## config.mk

```make
export PLATFORM = sky130hd
export DESIGN_NAME = psmc_top
export DESIGN_NICKNAME = d
export VERILOG_FILES = /design/src/verilog/psmc_top.v
export VERILOG_INCLUDE_DIRS = /design/src /design/src/verilog
export SDC_FILE = /design/constraint.sdc
export NUM_CORES = 1
export LEC_CHECK = 0
export BUFFER_PORTS_ARGS = -buffer_cell sky130_fd_sc_hd__buf_4
export CAP_MARGIN = 20
export CORE_MARGIN = 1
export CORE_UTILIZATION = 55
export DETAILED_ROUTE_END_ITERATION = 10
export PLACE_DENSITY = 0.8
export SYNTH_ARGS = -nofsm -noshare
export SYNTH_HDL_FRONTEND = slang
export SYNTH_SLANG_ARGS = --single-unit
```

## constraint.sdc

```tcl
create_clock -name clk -period 3.5 [get_ports clk]
set_input_delay 0.525 -clock clk [delete_from_list [all_inputs] [get_ports clk]]
set_output_delay 0.525 -clock clk [all_outputs]
set_load 0.01 [all_outputs]
```

## src/verilog/psmc_consts.vh

```
// Constants for the power saving mode controller
`ifndef PSMC_CONSTS_VH
`define PSMC_CONSTS_VH

// ----------------------------------------
// Register offsets
// ----------------------------------------
`define PSMC_ADDR_CLK_STATUS 4'h0
`define PSMC_ADDR_MODE 4'h1
`define PSMC_ADDR_CC 4'h2
`define PSMC_ADDR_STAB_CNT 4'h3

// ----------------------------------------
// Field positions in main clock status register
// ----------------------------------------
`define PSMC_BIT_OIE 0
`define PSMC_BIT_SMS 1
`define PSMC_BIT_CP_LO 2
`define PSMC_BIT_CP_HI 3
`define PSMC_BIT_STAB_LONG 4

// ----------------------------------------
// Reset values and codes
// ----------------------------------------
`define PSMC_CLK_STATUS_RST 8'h00
`define PSMC_PRIO_OPEN 2'h2
`define PSMC_PRIO_MASKED 2'h3

// ----------------------------------------
// Mode codes
// ----------------------------------------
`define PSMC_MODE_RUN 3'h0
`define PSMC_MODE_WAIT 3'h1
`define PSMC_MODE_AHALT 3'h2
`define PSMC_MODE_HALT 3'h3
`define PSMC_MODE_STAB 3'h4

// ----------------------------------------
// Stabilisation delay in CPU cycles
// ----------------------------------------
`define PSMC_STAB_SHORT 13'h0100
`define PSMC_STAB_LONG 13'h1000

`endif

```

## src/verilog/psmc_top.v

```verilog
// Power saving mode controller: run, slow, wait, active-halt and halt
//
// The placing of the registers and the plain strobed port were chosen for this implementation.
`timescale 1ns/1ps
`include "psmc_consts.vh"

module psmc_top #(
  parameter STAB_SHORT_CYC = 256,
  parameter STAB_LONG_CYC = 4096
) (
  // Clock and reset
  input wire clk,
  input wire rst_b,
  // Register port
  input wire [3:0] reg_addr,
  input wire [7:0] reg_wdata,
  input wire reg_wr,
  input wire reg_rd,
  output reg [7:0] reg_rdata,
  // CPU core events
  input wire wait_for_interrupt_instr,
  input wire halt_instr,
  input wire irq_pending,
  input wire irq_timebase,
  input wire irq_halt_wake,
  input wire [1:0] irq_prio,
  input wire irq_enter,
  input wire cc_pop,
  input wire [1:0] cc_pop_prio,
  input wire wake_by_reset,
  input wire watchdog_reset_req,
  // Clock gates and status
  output reg cpu_clk_en,
  output reg periph_clk_en,
  output reg osc_en,
  output reg timebase_clk_en,
  output reg [1:0] cc_prio,
  output reg [1:0] cc_pushed_prio,
  output reg cc_push,
  output reg vector_fetch,
  output reg watchdog_reset,
  output reg [2:0] mode
);

  // ----------------------------------------
  // State
  // ----------------------------------------
  reg [7:0] clk_status_reg;
  reg [7:0] clk_status_next;
  reg [2:0] mode_reg;
  reg [2:0] mode_next;
  reg [1:0] prio_reg;
  reg [1:0] prio_next;
  reg [12:0] stab_cnt_reg;
  reg [12:0] stab_cnt_next;
  reg [3:0] div_cnt_reg;
  reg [3:0] div_cnt_next;
  reg stab_from_ahalt_reg;
  reg stab_from_ahalt_next;
  reg [3:0] div_mask;
  reg div_tick;
  reg [12:0] stab_len;

  wire oscillator_interrupt_enable = clk_status_reg[`PSMC_BIT_OIE];
  wire slow_mode_enable = clk_status_reg[`PSMC_BIT_SMS];
  wire [1:0] cp = clk_status_reg[`PSMC_BIT_CP_HI:`PSMC_BIT_CP_LO];

  // ----------------------------------------
  // Slow clock divider
  // ----------------------------------------
  always @* begin
    case (cp)
      2'h0: div_mask = 4'h1;
      2'h1: div_mask = 4'h3;
      2'h2: div_mask = 4'h7;
      default: div_mask = 4'hf;
    endcase
    div_tick = !slow_mode_enable || ((div_cnt_reg & div_mask) == div_mask);
    div_cnt_next = slow_mode_enable ? div_cnt_reg + 4'h1 : 4'h0;
    stab_len = clk_status_reg[`PSMC_BIT_STAB_LONG] ? STAB_LONG_CYC[12:0] : STAB_SHORT_CYC[12:0];
  end

  // ----------------------------------------
  // Mode sequencing
  // ----------------------------------------
  always @* begin
    mode_next = mode_reg;
    prio_next = prio_reg;
    stab_cnt_next = stab_cnt_reg;
    stab_from_ahalt_next = stab_from_ahalt_reg;
    clk_status_next = clk_status_reg;
    if (reg_wr && reg_addr == `PSMC_ADDR_CLK_STATUS) begin
      clk_status_next = reg_wdata;
    end
    if (irq_enter) begin
      prio_next = irq_prio;
    end else if (cc_pop) begin
      prio_next = cc_pop_prio;
    end
    case (mode_reg)
      `PSMC_MODE_RUN: begin
        if (wait_for_interrupt_instr) begin
          mode_next = `PSMC_MODE_WAIT;
          prio_next = `PSMC_PRIO_OPEN;
        end else if (halt_instr) begin
          prio_next = `PSMC_PRIO_OPEN;
          if (irq_pending) begin
            mode_next = `PSMC_MODE_RUN;
          end else if (oscillator_interrupt_enable) begin
            mode_next = `PSMC_MODE_AHALT;
          end else begin
            mode_next = `PSMC_MODE_HALT;
          end
        end
      end
      `PSMC_MODE_WAIT: begin
        if (irq_pending) begin
          mode_next = `PSMC_MODE_RUN;
        end
      end
      `PSMC_MODE_AHALT: begin
        if (wake_by_reset) begin
          mode_next = `PSMC_MODE_STAB;
          stab_cnt_next = stab_len;
          stab_from_ahalt_next = 1'b0;
        end else if (irq_timebase || irq_halt_wake) begin
          mode_next = `PSMC_MODE_RUN;
          stab_cnt_next = stab_len;
          stab_from_ahalt_next = 1'b1;
        end
      end
      `PSMC_MODE_HALT: begin
        if (irq_halt_wake || wake_by_reset) begin
          mode_next = `PSMC_MODE_STAB;
          stab_cnt_next = stab_len;
        end
      end
      `PSMC_MODE_STAB: begin
        if (stab_cnt_reg <= 13'h0001) begin
          mode_next = `PSMC_MODE_RUN;
          stab_cnt_next = 13'h0000;
        end else begin
          stab_cnt_next = stab_cnt_reg - 13'h0001;
        end
      end
      default: mode_next = `PSMC_MODE_RUN;
    endcase
    // Clearing oscillator interrupt enable early after active-halt wake goes to stabilisation
    if (mode_reg == `PSMC_MODE_RUN && stab_from_ahalt_reg) begin
      if (stab_cnt_reg == 13'h0000) begin
        stab_from_ahalt_next = 1'b0;
      end else if (!oscillator_interrupt_enable) begin
        mode_next = `PSMC_MODE_STAB;
        stab_from_ahalt_next = 1'b0;
      end else begin
        stab_cnt_next = stab_cnt_reg - 13'h0001;
      end
    end
  end

  // ----------------------------------------
  // Registers and outputs
  // ----------------------------------------
  always @(posedge clk) begin
    if (!rst_b) begin
      mode_reg <= `PSMC_MODE_RUN;
      clk_status_reg <= `PSMC_CLK_STATUS_RST;
      prio_reg <= `PSMC_PRIO_MASKED;
      stab_cnt_reg <= 13'h0000;
      div_cnt_reg <= 4'h0;
      stab_from_ahalt_reg <= 1'b0;
      reg_rdata <= 8'h00;
      cpu_clk_en <= 1'b1;
      periph_clk_en <= 1'b1;
      osc_en <= 1'b1;
      timebase_clk_en <= 1'b1;
      cc_prio <= `PSMC_PRIO_MASKED;
      cc_pushed_prio <= `PSMC_PRIO_MASKED;
      cc_push <= 1'b0;
      vector_fetch <= 1'b0;
      watchdog_reset <= 1'b0;
      mode <= `PSMC_MODE_RUN;
    end else begin
      mode_reg <= mode_next;
      clk_status_reg <= clk_status_next;
      prio_reg <= prio_next;
      stab_cnt_reg <= stab_cnt_next;
      div_cnt_reg <= div_cnt_next;
      stab_from_ahalt_reg <= stab_from_ahalt_next;
      mode <= mode_next;
      cc_prio <= prio_next;
      cc_push <= irq_enter;
      if (irq_enter) begin
        cc_pushed_prio <= prio_reg;
      end
      vector_fetch <= (mode_reg != `PSMC_MODE_RUN) && (mode_next == `PSMC_MODE_RUN);
      cpu_clk_en <= (mode_next == `PSMC_MODE_RUN) && div_tick;
      periph_clk_en <= (mode_next == `PSMC_MODE_RUN || mode_next == `PSMC_MODE_WAIT) && div_tick;
      osc_en <= (mode_next != `PSMC_MODE_HALT);
      timebase_clk_en <= (mode_next != `PSMC_MODE_HALT && mode_next != `PSMC_MODE_STAB);
      watchdog_reset <= watchdog_reset_req && !(mode_reg == `PSMC_MODE_AHALT && oscillator_interrupt_enable);
      if (reg_rd) begin
        case (reg_addr)
          `PSMC_ADDR_CLK_STATUS: reg_rdata <= clk_status_reg;
          `PSMC_ADDR_MODE: reg_rdata <= {5'h00, mode_reg};
          `PSMC_ADDR_CC: reg_rdata <= {6'h00, prio_reg};
          `PSMC_ADDR_STAB_CNT: reg_rdata <= stab_cnt_reg[7:0];
          default: reg_rdata <= 8'h00;
        endcase
      end else begin
        reg_rdata <= 8'h00;
      end
    end
  end

endmodule

```

==> results of run 1 <==
[path summary, 6_finish.rpt]
check	start	to	slack, ns	depth (start not counted)
worst min register to register	div_cnt_reg[0]	div_cnt_reg[0]	0.48	1
worst min-delay path	wake_by_reset	stab_from_ahalt_reg	0.44	2
worst max register to register	stab_cnt_reg[5]	stab_cnt_reg[10]	1.14	5
worst max-delay path	stab_cnt_reg[5]	stab_cnt_reg[10]	1.14	5
[critical path, cell delays in order (launching register included)]
cell and delay [ns]:
dfxtp_1 0.40, nor4_4 0.56, a41oi_1 0.26, a211oi_2 0.64, nand2_1 0.23, a31oi_1 0.20
[cell usage in the layout (no fill, tap or decap), types with 2 or more instances in the layout]
cell type / n
nor2b_1: 5
a21oi_1: 14
buf_4: 50
nor3b_1: 4
a22oi_1: 6
and3_1: 2
inv_1: 6
and4b_1: 2
o21a_1: 3
or4_4: 2
a211oi_1: 2
nand3_1: 9
nand2b_1: 5
o41ai_4: 2
dfxtp_1: 48
nor2_1: 38
mux2i_1: 14
nand2_1: 20
xnor2_1: 2
a21boi_0: 2
nor3_1: 3
o21ai_1: 2
a31oi_1: 5
clkbuf_8: 5
mux4_2: 2
o21ai_0: 9
ha_1: 4
xor2_1: 2
and2_1: 3
a41oi_1: 2
a31o_1: 2
[area by class of cell]
class	count	area, sq um	share of cell area (%)
clock buffers	6	72.6	2.55
clock inverters	1	5.00	0.176
inverters	6	22.5	0.793
multi-input cells	195	1340	47.2
flip-flops and latches	48	961	33.8
well taps	50	62.6	2.20
repair buffers	50	375	13.2
[cell usage after synthesis, types with 3 or more instances]
cell type  number  area, sq um
nor3b_1         4         30.0
ha_1            4         50.1
a31oi_1         5         31.3
inv_1           6         22.5
o21a_1          3         22.5
nand3_1         9         45.0
and2_1          3         18.8
nor3_1          3         15.0
mux2i_1        14          140
a21oi_1        14         70.1
nor2b_1         5         31.3
nand2_1        20         75.1
a22oi_1         6         45.0
nand2b_1        5         31.3
nor2_1         38          143
o21ai_0         9         45.0
clkbuf_1       11         41.3
dfxtp_1        48          961
[through the flow]
stage	hold WS, ns	setup slack [ns]	util (%)	area (sq um)
finish	0.441	1.14	69.5	2840
CTS	0.437	1.18	69.5	2840
global placement	0.455	1.26	67.6	2760
floorplan	0.430	1.53	-	2390
detailed placement	0.474	1.16	67.6	2760
global route	0.449	0.953	69.5	2840
[power breakdown]
part	total (uW)	leakage, uW	switching, uW	internal [uW]
sequential	657	0.000390	72.2	585
combinational	456	0.000793	245	211
clock	304	0.0000410	168	136
[kinds of logic after synthesis]
logic type,synth area share (%)
and+or+nand+nor,23.5
AOI/OAI and AO/OA,21.4
DFF,40.2
buffers and inverters,3.66
muxes,7.74
xor gates and xnor gates,1.47
adders and majority gates,2.09
[per-layer routing]
layer	GRT usage, %	wire length (um)
met5	0	0
met3	5.50	305
met4	9.90	91
met2	44.9	2670
met1	33.9	2400
==> summary.md, run 1 <==
| Metric | Value |
|---|---|
| Worst vdd ir | between 0.2 and 0.3 mV |
| Syn Area/Cell | 9.09 sq um |
| CTS sink cnt | 48 |
| I/O Buffers | 50 |
| Die area | 4620 sq um |
| Layout cell share with drive strength beyond 1 | 23.9% |
| I/O Pins | between 50 and 60 |
| Synthesized area | 2390 sq um |
| Synth Warn # | 0 |
| Remaining Overflow, GRT | 0 |
| Final Skew | roughly 0.007 ns |
| First-pass iteration count of the detailed router | 4 |
| Total Power | 1420 uW |
| Fill cell count | 325 |
| Hpwl dp | 3990 um |
| Drt wl/cell | 15.4 um |
| CTS buffer count | 5 |
| Initial antenna violation count | 0 |
| Vias in the first global route | slightly above 2,000 |
| Tcrit/Tclk final | slightly below 70% |
| Layout area overhead | 18.8% |
| Post-synth EDFFs | 0 |
| DR iter-0 viols | 124 |
| Fmax | approximately 0.42 GHz |
| Clk_lat worst skew | roughly 0.30 ns |
| Setup Viol. Count Final | 0 |
| Post-synth ARST share | 0% |
| Max reg flops | 13 |
| Clock Pin Slew Worst Setup and Hold Paths | around 0.08 ns |
| Unique masters post-synth | 62 |
| Setup_tns | 0 ns |
| Vias | between 2,000 and 2,500 |
| Gr usage total | a little over a quarter |
| Slew @ Worst Pin | between 0.7 and 0.8 ns |
| GPL Wtd Cong | ~0.81 |
| CTS Root Cell | clkbuf_8 |
| Max-Cap Viols | 0 |
| TritonCTS clock tree | done |
| Max Slew Vio Count | 0 |
| Worst setup EP type | register |
| Core area | 4090 sq um |
| Setup bufs post-CTS | 0 |
| Post-route ant nets | 0 |
| DRC viols | 0 |
| Count of H-tree levels built during CTS | 2 |
| Largest net degree at the start of global routing | 21 |
| Synth Net Count | 296 |
| Starting density of the core | 58.5% |
| Antenna cells | 0 |
| Non-filler cells, final | 356 |
| Hold Buf Count CTS | 0 |
| Critical path type | register to register |
| Status | finished, final reports clean |
| Mapped Cells | 263 |
| Period minus WS final | 2.36 ns |
| Global-route wire length before repair | ~9200 um |
| Max_slew headroom | 52.0% |
| Fin. Hold Viols | 0 |
| LEAKAGE | about 0.0012 uW |
| Final nets | 339 |
| Hold/Removal Path Class | input port to register |
| Arrival @ worst endpoint | around 2.6 ns |
| Setup repair after global routing missed its margin | no |
| WL final | 5470 um |
| Max clock buf depth | 2 |
| PD cells | 499 nW/um^2 |
| Critical path launch point type | register |
| CP Max Fanout | 10 |
| WP data required | 3.73 ns |
| Vias per inst | ~5.9 |
| Seq cells post-synth | 48 |
| Sequential area share after synthesis | between 40% and 50% |
| Chip height | 67.9 um |
| Post-Place Cells | 349 |
| Ys flop type | dfxtp_1 |
| Core Rows | 23 |
| Gates resized, CTS repair | 0 |
| Die width | between 60 and 70 um |
(Power assumes the default switching activity.)
==> run 2, diff against run 1 <==
--- a/config.mk
+++ b/config.mk
@@ -6,12 +6,13 @@
 export SDC_FILE = /design/constraint.sdc
 export NUM_CORES = 1
 export LEC_CHECK = 0
+export ABC_AREA = 1
 export BUFFER_PORTS_ARGS = -buffer_cell sky130_fd_sc_hd__buf_4
 export CAP_MARGIN = 20
 export CORE_MARGIN = 1
-export CORE_UTILIZATION = 55
+export CORE_UTILIZATION = 54
 export DETAILED_ROUTE_END_ITERATION = 10
-export PLACE_DENSITY = 0.8
+export PLACE_DENSITY = 0.79
 export SYNTH_ARGS = -nofsm -noshare
 export SYNTH_HDL_FRONTEND = slang
 export SYNTH_SLANG_ARGS = --single-unit
==> constraint.sdc (replaced) <==
create_clock -name clk -period 2.4 [get_ports clk]
set_input_delay 0.36 -clock clk [delete_from_list [all_inputs] [get_ports clk]]
set_output_delay 0.36 -clock clk [all_outputs]
set_load 0.01 [all_outputs]
==> run 2 against run 1 <==
  * Hold slack got worse by 0.16 ns
  * Highest routed layer unchanged
  * Design area is 4.2% higher
  * Critical path type unchanged
  * Via count rose by 12%
  * Routed wire length grew 4.9%
==> summary.md, run 2 <==
| Metric | Value |
|---|---|
| Worst vdd ir | 0.298 mV (+4.9%) |
| WL final | 5740 um (+4.9%) |
| Syn Area/Cell | 7.18 sq um (-21%) |
| Global-route wire length before repair | 9710 um (+5.1%) |
| Clk_lat worst skew | 0.30 ns (about the same) |
| Top-count cell post-synth | nand2_1 |
| Mapped Cells | 345 (+31%) |
| Setup_tns | 0 ns (unchanged) |
| Post-synth ARST share | 0% (unchanged) |
| Ys flop type | dfxtp_1 |
| TritonCTS clock tree | done |
| Cell family with most CP delay | simple AND/OR/NAND/NOR gates |
| Seq cells post-synth | 48 (unchanged) |
| Fill cell count | 399 (+23%) |
| Global routing usage on met2 | 41.6% (-3.2 points) |
| Die width | 69.7 um (+2.6%) |
| Critical path buffer and inverter count | 1 (+1) |
| Vias in the first global route | 2,151 (+5.3%) |
| Crit-path max cell delay | 0.41 ns (-0.23 ns) |
| I/O Pins | 51 (unchanged) |
| Clock Pin Slew Worst Setup and Hold Paths | 0.09 ns (about the same) |
| Post-synth EDFFs | 0 (unchanged) |
| Setup Viol. Count Final | 0 (unchanged) |
| Die area | 4860 sq um (+5.4%) |
| Core Rows | 24 (+4.3%) |
| Fmax | 0.610 GHz (+44%) |
| Worst setup EP type | register |
| Gates resized, CTS repair | 0 (unchanged) |
| Layout area overhead | 19.5% |
| Synth Warn # | 0 (unchanged) |
| WP data required | 2.63 ns (-1.10 ns) |
| Most common cell after layout, fill and taps aside | nand2_1 |
| CP max-delay cell | dfxtp_1 |
| Met1 Use GR | 32.4% (-1.5 points) |
| Crit-path cells | inv_1 -> ha_1 -> nand2_1 -> nor2_2 -> nand2_2 -> nand3_4 -> nand2_4 -> nand2_1 -> a21oi_1 |
| Max_slew headroom | 75.3% (+23 points) |
| Total Power | 1620 uW (+14%) |
| Critical path launch point type | register |
| Drt wl/cell | 12.7 um (-17%) |
| Hold/Removal Path Class | input port to register |
| I/O Buffers | 50 (unchanged) |
| Most frequent cells in the layout | 79 x nand2_1, 51 x buf_4, 48 x dfxtp_1 |
| Setup bufs post-CTS | 0 (unchanged) |
| Post-route ant nets | 0 (unchanged) |
| Max Slew Vio Count | 0 (unchanged) |
| Sequential area share after synthesis | 38.8% (-1.4 points) |
| CTS buffer count | 5 (unchanged) |
| Period minus WS final | 1.64 ns (-0.726 ns) |
| Initial antenna violation count | 0 (unchanged) |
| Vias | 2,347 (+12%) |
| Routing usage on met3 | 5.81% (+0.31 points) |
| First-pass iteration count of the detailed router | 5 (+1) |
| PD cells | 546 nW/um^2 (+9.5%) |
| Remaining Overflow, GRT | 0 (unchanged) |
| Synthesized area | 2480 sq um (+3.6%) |
| Max reg flops | 13 (unchanged) |
| LEAKAGE | 0.00136 uW (+11%) |
| CP Max Fanout | 15 (+5) |
| Dominant cell type by area after synthesis | dfxtp_1 |
| Synth top area share | 38.8% (-1.4 points) |
| DR iter-0 viols | 167 (+35%) |
| Layout cell share with drive strength beyond 1 | 23.6% (-0.24 points) |
| GPL Wtd Cong | 0.913 (+13%) |
| Post-synth top cells | 79 x nand2_1, 48 x dfxtp_1, 38 x nor2_1, 32 x nand3_1, 31 x inv_1 |
| Slew @ Worst Pin | 0.371 ns (-0.343 ns) |
| Status | finished, final reports clean |
| Setup repair after global routing missed its margin | no |
| Count of H-tree levels built during CTS | 2 (unchanged) |
| Starting density of the core | 56.5% (-2.0 points) |
| Synth Net Count | 378 (+28%) |
| Unique masters post-synth | 37 (-40%) |
| Hpwl dp | 4350 um (+9.0%) |
| Antenna cells | 0 (unchanged) |
| CTS sink cnt | 48 (unchanged) |
| Tcrit/Tclk final | 68.3% (+0.71 points) |
| Chip height | 69.7 um (+2.6%) |
| Fin. Hold Viols | 0 (unchanged) |
| Critical path type | register to register |
| Gr usage total | 24.8% (-2.1 points) |
| Vias per inst | 5.22 (-11%) |
| CTS Root Cell | clkbuf_8 |
| GR peak layer | met2 |
| R2r setup slk | 0.76 ns (-0.37 ns) |
| Largest net degree at the start of global routing | 22 (+4.8%) |
| Final Skew | 0.00440 ns (-0.00240 ns) |
| Dominant cells by area after synthesis | dfxtp_1 39%, nand2_1 12%, nand3_1 6.5% |
| Core area | 4380 sq um (+7.3%) |
| Most common cell on crit path | nand2_1 |
| DRC viols | 0 (unchanged) |
| Arrival @ worst endpoint | 1.87 ns (-0.72 ns) |
| Max clock buf depth | 2 (unchanged) |
| Hold Buf Count CTS | 0 (unchanged) |
| Final nets | 430 (+27%) |
| Max-Cap Viols | 0 (unchanged) |
-- run 2: cells by family (layout without fill, tap and decap cells) --
logic type | after synthesis | after routing | share of synthesized area, %
AOI/OAI and AO/OA | 62 | 62 | 14.3
xor gates and xnor gates | 10 | 10 | 3.54
adders and majority gates | 4 | 4 | 2.02
buffers and inverters | 48 | 101 | 8.84
DFF | 48 | 48 | 38.8
and+or+nand+nor | 173 | 173 | 32.5
-- run 2: cell type report --
type,instances,area (sq um),share of cell area [%]
Tap cell,52,65.1,2.20
Clock inverter,1,7.51,0.253
Timing Repair Buffer,51,383,12.9
Multi-Input combinational cell,249,1300,43.8
Clock buffer,7,86.3,2.92
Inverter,42,161,5.45
Sequential cell,48,961,32.4
-- run 2: power by group --
part	leakage, uW	internal, uW	switching, uW
Combinational	0.000922	114	159
Clock	0.0000445	234	265
Sequential	0.000390	822	21.6
-- run 2: tightest hold or removal path, delay by kind of cell --
family          cells  cell delay (ns)
compound gates      1             0.03
buf+inv             1             0.11
simple gates        1             0.04
-- run 2: layer usage --
metal  vias up  part of all wire [%]
li1       1220                     -
met1      1075                    46
met2        48                    48
met3         4                   4.9
met4         0                  0.68
met5         -                     0
-- run 2: path summary, 6_finish.rpt --
kind                                         start           endpoint  depth (start not counted)
worst max-delay path               stab_cnt_reg[0]    stab_cnt_reg[3]                          9
worst min-delay path            watchdog_reset_req     watchdog_reset                          3
worst max register to register     stab_cnt_reg[0]    stab_cnt_reg[3]                          9
worst min register to register   clk_status_reg[7]  clk_status_reg[7]                          2
-- run 2: per-stage QoR --
step | area [sq um] | hold slack, ns | setup slack (ns) | instances | utilization [%]
4_1_cts | 2960 | 0.268 | 0.768 | 450 | 67.6
6_report | 2960 | 0.278 | 0.762 | 450 | 67.6
2_1_floorplan | 2480 | 0.430 | 1.02 | 345 | -
3_3_place_gp | 2870 | 0.450 | 0.787 | 442 | 65.4
5_1_grt | 2960 | 0.275 | 0.581 | 450 | 67.6
3_5_place_dp | 2870 | 0.459 | 0.731 | 442 | 65.4
